### src/rcs_pkg.sv
/*
 * Package for the reset-cause and reset clock-select block: register
 * offsets, flag bit positions, reset values and the event carrier.
 * Assumes a 32-bit APB bus with word-aligned registers.
 */
package rcs_pkg;

	localparam logic [11:0] RCS_OFF_FLAGS = 12'h000;
	localparam logic [11:0] RCS_OFF_CLKCFG = 12'h004;
	localparam logic [11:0] RCS_OFF_CLKSEL = 12'h008;

	localparam int RCS_BIT_TRAP = 15;
	localparam int RCS_BIT_ILLOP = 14;
	localparam int RCS_BIT_EXTPIN = 7;
	localparam int RCS_BIT_SWRST = 6;
	localparam int RCS_BIT_WATCHDOG_TIMEOUT_FLAG = 4;
	localparam int RCS_BIT_SLEEP = 3;
	localparam int RCS_BIT_IDLE = 2;
	localparam int RCS_BIT_BOR = 1;
	localparam int RCS_BIT_POR = 0;

	localparam logic [15:0] RCS_FLAGS_IMPL = 16'hC0DF;
	localparam logic [15:0] RCS_FLAGS_RESET = 16'h0003;
	localparam logic [2:0] RCS_OSC_RESET = 3'h0;
	localparam int RCS_CLKSW_BIT = 3;

	typedef struct packed {
		logic trap_conflict;
		logic illegal_op;
		logic pin_reset;
		logic reset_instr;
		logic watchdog_expire;
		logic sleep_instr;
		logic idle_instr;
		logic brownout_reset;
		logic poweron_reset;
	} rcs_event_t;

endpackage : rcs_pkg

### src/rcs_reset_cause.sv
/*
 * Reset-cause flag register with reset-time system clock source selection,
 * reached over APB. Assumes event inputs are one-cycle pulses from logic on
 * core_clk and that reset causes are reported as pulses after core reset.
 */
// Decided for this implementation: the address map and the APB slave port.
`timescale 1ns/10ps
module rcs_reset_cause
	import rcs_pkg::*;
(
	input wire logic core_clk,
	input wire logic reset,
	input wire logic psel,
	input wire logic penable,
	input wire logic pwrite,
	input wire logic [11:0] paddr,
	input wire logic [31:0] pwdata,
	output logic [31:0] prdata,
	output logic pready,
	output logic pslverr,
	input wire rcs_event_t hw_event,
	input wire logic [2:0] current_oscillator_bits,
	output logic [2:0] clock_source_sel
);

	logic [15:0] reset_cause_flags_r;
	logic [15:0] flags_nxt;
	logic [2:0] osc_cfg_r;
	logic clk_switch_en_r;
	logic [2:0] clk_sel_r;

	wire wr_acc = psel && penable && pwrite;
	wire hit_flags = (paddr == RCS_OFF_FLAGS);
	wire hit_cfg = (paddr == RCS_OFF_CLKCFG);
	wire hit_sel = (paddr == RCS_OFF_CLKSEL);
	wire hit_any = hit_flags || hit_cfg || hit_sel;
	wire wr_flags = wr_acc && hit_flags;
	wire wr_cfg = wr_acc && hit_cfg;
	wire por_or_bor = hw_event.poweron_reset || hw_event.brownout_reset;
	wire warm_reset = hw_event.pin_reset || hw_event.watchdog_expire
		|| hw_event.reset_instr;

	wire [15:0] set_mask = {
		hw_event.trap_conflict,
		hw_event.illegal_op,
		6'h00,
		hw_event.pin_reset,
		hw_event.reset_instr,
		1'b0,
		hw_event.watchdog_expire,
		hw_event.sleep_instr,
		hw_event.idle_instr,
		por_or_bor,
		hw_event.poweron_reset
	};

	// Power-on and brown-out wipe causes, but brown-out keeps the pin flag.
	wire [15:0] clr_mask = {
		por_or_bor,
		por_or_bor,
		6'h00,
		hw_event.poweron_reset,
		por_or_bor,
		1'b0,
		por_or_bor || hw_event.sleep_instr || hw_event.idle_instr,
		por_or_bor,
		por_or_bor,
		2'b00
	};

	// Write first, then clear, then set: a set always lands last.
	always_comb begin
		flags_nxt = reset_cause_flags_r;
		if (wr_flags) begin
			flags_nxt = pwdata[15:0] & RCS_FLAGS_IMPL;
		end
		flags_nxt = (flags_nxt & ~clr_mask) | set_mask;
	end

	always_ff @(posedge core_clk or posedge reset) begin
		if (reset) begin
			reset_cause_flags_r <= RCS_FLAGS_RESET;
		end else begin
			reset_cause_flags_r <= flags_nxt;
		end
	end

	always_ff @(posedge core_clk or posedge reset) begin
		if (reset) begin
			osc_cfg_r <= RCS_OSC_RESET;
			clk_switch_en_r <= 1'b0;
		end else if (wr_cfg) begin
			osc_cfg_r <= pwdata[2:0];
			clk_switch_en_r <= pwdata[RCS_CLKSW_BIT];
		end
	end

	// The selection is latched only at a reset event, so later writes to the
	// configuration field take effect at the next power-on, brown-out, or warm reset with clk_switch_en_r clear, not immediately.
	always_ff @(posedge core_clk or posedge reset) begin
		if (reset) begin
			clk_sel_r <= RCS_OSC_RESET;
		end else if (por_or_bor || (warm_reset && !clk_switch_en_r)) begin
			clk_sel_r <= osc_cfg_r;
		end else if (warm_reset) begin
			clk_sel_r <= current_oscillator_bits;
		end
	end

	assign clock_source_sel = clk_sel_r;
	assign pready = 1'b1;
	assign pslverr = psel && penable && !hit_any;

	always_comb begin
		prdata = 32'h0000_0000;
		if (hit_flags) begin
			prdata = {16'h0000, reset_cause_flags_r};
		end else if (hit_cfg) begin
			prdata = {28'h000_0000, clk_switch_en_r, osc_cfg_r};
		end else if (hit_sel) begin
			prdata = {29'h0000_0000, clk_sel_r};
		end
	end

endmodule : rcs_reset_cause

### config.mk
export PLATFORM = sky130hd
export DESIGN_NAME = rcs_reset_cause
export DESIGN_NICKNAME = d
export VERILOG_FILES = /design/src/rcs_pkg.sv /design/src/rcs_reset_cause.sv
export SDC_FILE = /design/constraint.sdc
export NUM_CORES = 1
export LEC_CHECK = 0
export BUFFER_PORTS_ARGS = -buffer_cell sky130_fd_sc_hd__buf_2
export CAP_MARGIN = 10
export CORE_ASPECT_RATIO = 0.9
export CORE_MARGIN = 2
export CORE_UTILIZATION = 35
export CTS_CLUSTER_SIZE = 25
export DETAILED_ROUTE_END_ITERATION = 8
export HOLD_SLACK_MARGIN = 0.12
export PLACE_DENSITY = 0.75
export SKIP_LAST_GASP = 1
export SLEW_MARGIN = 20
export SYNTH_ARGS = -nofsm -noshare
export SYNTH_HDL_FRONTEND = slang
export SYNTH_SLANG_ARGS = --single-unit
### constraint.sdc
create_clock -name core_clk -period 2.8 [get_ports core_clk]
set_input_delay 0.56 -clock core_clk [delete_from_list [all_inputs] [get_ports core_clk]]
set_output_delay 0.56 -clock core_clk [all_outputs]
set_load 0.005 [all_outputs]
==> results.txt <==
Setup repair after global routing left no endpoint under its margin. The number of flops mapped to enable cells by yosys was 0. TritonCTS built the clock tree. After detailed routing, the number of remaining DRC violations is 0. The startpoint identified for the worst register-to-register timing path is clk_switch_en_r. For the via count of the first global-routing pass, the log shows 888. Row generation in the floorplan step produced 19 rows.

The leakage power is 0.7508 nW. Dividing the detail-routed wire length by the instance count gives 11.73 um. The detail-routed via count per cell is 4.531, and the die height is 57.78 um.

The tools report the worst max-slew margin expressed relative to the limit as 0.5986. The flow ran to the end, and the final reports show no timing, DRC or antenna violations. The total congestion overflow came out at 0. Critical path endpoint category: a primary output. The fraction of layout cells with a size suffix above 1 was 0.4072; the number of nets in the finished design was 229. The tools report the number of resized instances in the post-cts repair step as 0. Routability-driven placement finished with a final weighted congestion of 0.7706.

The number of hold violations in the final report was 0. The endpoint identified for the worst register-to-register timing path is clock_source_sel[2]. The critical path is of the input port to primary output type. 98 I/O pins were placed.

The number of pins exceeding their max-slew limit in the final report came out at 0. The clock passes through at most 2 buffers. The post-layout utilization of the core was 0.4415; the largest fanout of any net on the critical path was 6. The logs give 0 for the number of max-capacitance violations reported and 0.5082 ps for the post-route clock skew. The tools report the worst setup path endpoint as prdata[0]. The logs give 947 for the count of vias placed by the detailed router and 2180 ps for the worst endpoint data arrival time. The synthesized design contains 16 register bits.

The half-perimeter wire length after placement is 2014 um. The initial antenna violation count is 0, and the number of fillers in the final layout is 323. The worst setup path is launched from an input port.

The logic depth of the worst register-to-register path was 3. The maximum level of the CTS H-tree was 1; the count of yosys warnings during synthesis was 0. The count of endpoints failing setup in the final report came out at 0. Clock tree synthesis found a total of 16 sinks. The worst path required time was 2240 ps. In this run the horizontal extent of the chip is 63.76 um. The mapped netlist covers 1125 um2.

The aggregate negative setup slack was 0 ps; the register area share after synthesis was 0.3582. After synthesis, the mean cell area works out to 9.614 um2. At the pin with the least slew margin, the transition time is 601.4 ps.

After layout, the minimum clock period comes to 2740 ps. The maximum frequency from static timing analysis was 0.3649 GHz; the number of library cell types mapped by synthesis was 30. Counting the buffers created by CTS gives 3. The most frequent cell after synthesis was sky130_fd_sc_hd__buf_4.

The first-pass detailed-route iteration total is 4. The area growth from synthesis to layout is 20.36%. Minimum setup slack among reg-to-reg paths: 1800 ps. The first global-routing pass estimated 3891 um of wire.

Final antenna-violating net count: 0. The count of buffers inserted at the top-level ports works out to 50. 0 antenna diodes ended up in the layout. The total global routing track utilization is 0.1356, and the number of placed cells counting well taps is 205.

The initial core utilization came out at 0.3668. The die covers 3684 um2. Entering global routing, the biggest net connects 17 pins. Synthesis produced a netlist whose cell count is 117. In the post-synthesis netlist, the biggest area contributors are sky130_fd_sc_hd__dfrtp_1, sky130_fd_sc_hd__buf_4, sky130_fd_sc_hd__mux2i_1, sky130_fd_sc_hd__dfstp_2, sky130_fd_sc_hd__mux2_2. The async set-or-reset flop fraction in the synthesized netlist is 1.000, and the maximum resistive drop on vdd is 252.1 uV. The fraction of the cycle the final worst path needs is 0.9787. The share of the synthesized area in the top cell type was 0.3115; the clock edge transition at the registers on the reported setup and hold paths was 90 ps. The critical path starts at paddr[5]. The tree is rooted in a sky130_fd_sc_hd__clkbuf_4.

The count of buffers added by post-CTS timing repair for setup came out at 0. After synthesis, the most frequently instantiated cells are sky130_fd_sc_hd__buf_4, sky130_fd_sc_hd__dfrtp_1, sky130_fd_sc_hd__mux2i_1. The worst hold path belongs to the class input port to asynchronous set/reset pin.

After detailed routing, the total wire length is 2452 um. The first routing iteration left 14 violations. In this run the standard cell core region covers 3067 um2. Flip-flop cell with the highest count after synthesis: sky130_fd_sc_hd__dfrtp_1.

Clock latency on the worst-skew pair, taken at its later pin, is 280 ps. The finished layout holds 209 standard cells, fillers aside. Cell type contributing the most total cell area after synthesis: sky130_fd_sc_hd__dfrtp_1.

Power spread over the standard cell area amounts to 334.5 nW/um2.
==> flip-flops by register name (all words and copies together) (netlist names) <==
name,count
osc_cfg_r,3
clk_switch_en_r,1
reset_cause_flags_r,9
clock_source_sel,3
==> cell type report <==
type | count | area (um2) | area share
multi-input combinational | 91 | 578.1 | 0.4270
sequential | 16 | 402.9 | 0.2976
timing repair buffer | 53 | 272.8 | 0.2015
tap | 42 | 52.55 | 0.03882
clock buffer | 4 | 36.28 | 0.02680
inverter | 3 | 11.26 | 0.008318
==> layout by cell type (no fill, tap or decap), types with 2 or more instances in the layout <==
master                      n
sky130_fd_sc_hd__buf_2     50
sky130_fd_sc_hd__conb_1    24
sky130_fd_sc_hd__dfrtp_1   14
sky130_fd_sc_hd__mux2i_1   11
sky130_fd_sc_hd__nor2_1     8
sky130_fd_sc_hd__and2_1     6
sky130_fd_sc_hd__o21bai_1   6
sky130_fd_sc_hd__nand2_1    6
sky130_fd_sc_hd__mux2_2     4
sky130_fd_sc_hd__nand2b_1   3
sky130_fd_sc_hd__a221oi_1   3
sky130_fd_sc_hd__inv_1      3
sky130_fd_sc_hd__o21ai_0    3
sky130_fd_sc_hd__clkbuf_4   3
sky130_fd_sc_hd__buf_4      3
sky130_fd_sc_hd__or4_4      2
sky130_fd_sc_hd__or4_1      2
sky130_fd_sc_hd__or2_2      2
sky130_fd_sc_hd__nor3_1     2
sky130_fd_sc_hd__nor4_1     2
sky130_fd_sc_hd__dfstp_2    2
==> how the worst min path moves through the flow <==
stage,to,start,slack (ps),cells past startpoint
2_1_floorplan,clk_switch_en_r,reset,470,1
3_3_place_gp,clock_source_sel[1],clock_source_sel[1],490,2
3_5_place_dp,clock_source_sel[1],clock_source_sel[1],500,2
4_1_cts,osc_cfg_r[0],reset,340,2
5_1_grt,osc_cfg_r[2],reset,360,2
6_report,osc_cfg_r[2],reset,330,2
==> power breakdown <==
part           switching (mW)  internal, mW
Clock                  0.0698        0.0791
Sequential            0.00319         0.238
Combinational          0.0337        0.0294
==> routing by layer <==
layer | GRT usage | part of all wire | up-vias
li1 | - | - | 456
met1 | 0.1669 | 0.44 | 439
met2 | 0.2451 | 0.49 | 52
met3 | 0.02524 | 0.075 | 0
met4 | 0.03727 | 0 | 0
met5 | 0 | 0 | -
==> critical path: stages <==
cell	delay, ps
sky130_fd_sc_hd__buf_2	90
sky130_fd_sc_hd__or4_1	650
sky130_fd_sc_hd__nor4_1	340
sky130_fd_sc_hd__buf_4	180
sky130_fd_sc_hd__a221oi_1	70
sky130_fd_sc_hd__nor2_1	140
sky130_fd_sc_hd__buf_2	140
==> cells by family (layout without fill, tap and decap cells) <==
group | Yosys count | count (layout) | share of synthesized area
other cells | 2 | 24 | 0.006677
buf+inv | 32 | 60 | 0.2013
simple gates | 36 | 36 | 0.1902
flops | 16 | 16 | 0.3582
mux | 15 | 15 | 0.1379
compound gates | 16 | 16 | 0.1057
==> stage by stage <==
stage                     instance area, um2  worst slack, ps  hold slack [ps]  power [mW]
final                                   1354            59.61            331.8      0.4528
after global routing                    1354            6.209            360.4      0.4814
after CTS                               1354            92.94            342.6      0.4617
after detailed placement                1318            101.6            500.4      0.3087
after global placement                  1318            99.39            488.7      0.3069
after floorplan                         1207            313.9            472.3      0.2992
==> timing repair <==
item / CTS / global route
endpoints found under the hold margin: 0 / 0
endpoints found under the setup margin: 0 / 1
hold buffers: 0 / 0
(Power assumes the default switching activity.)
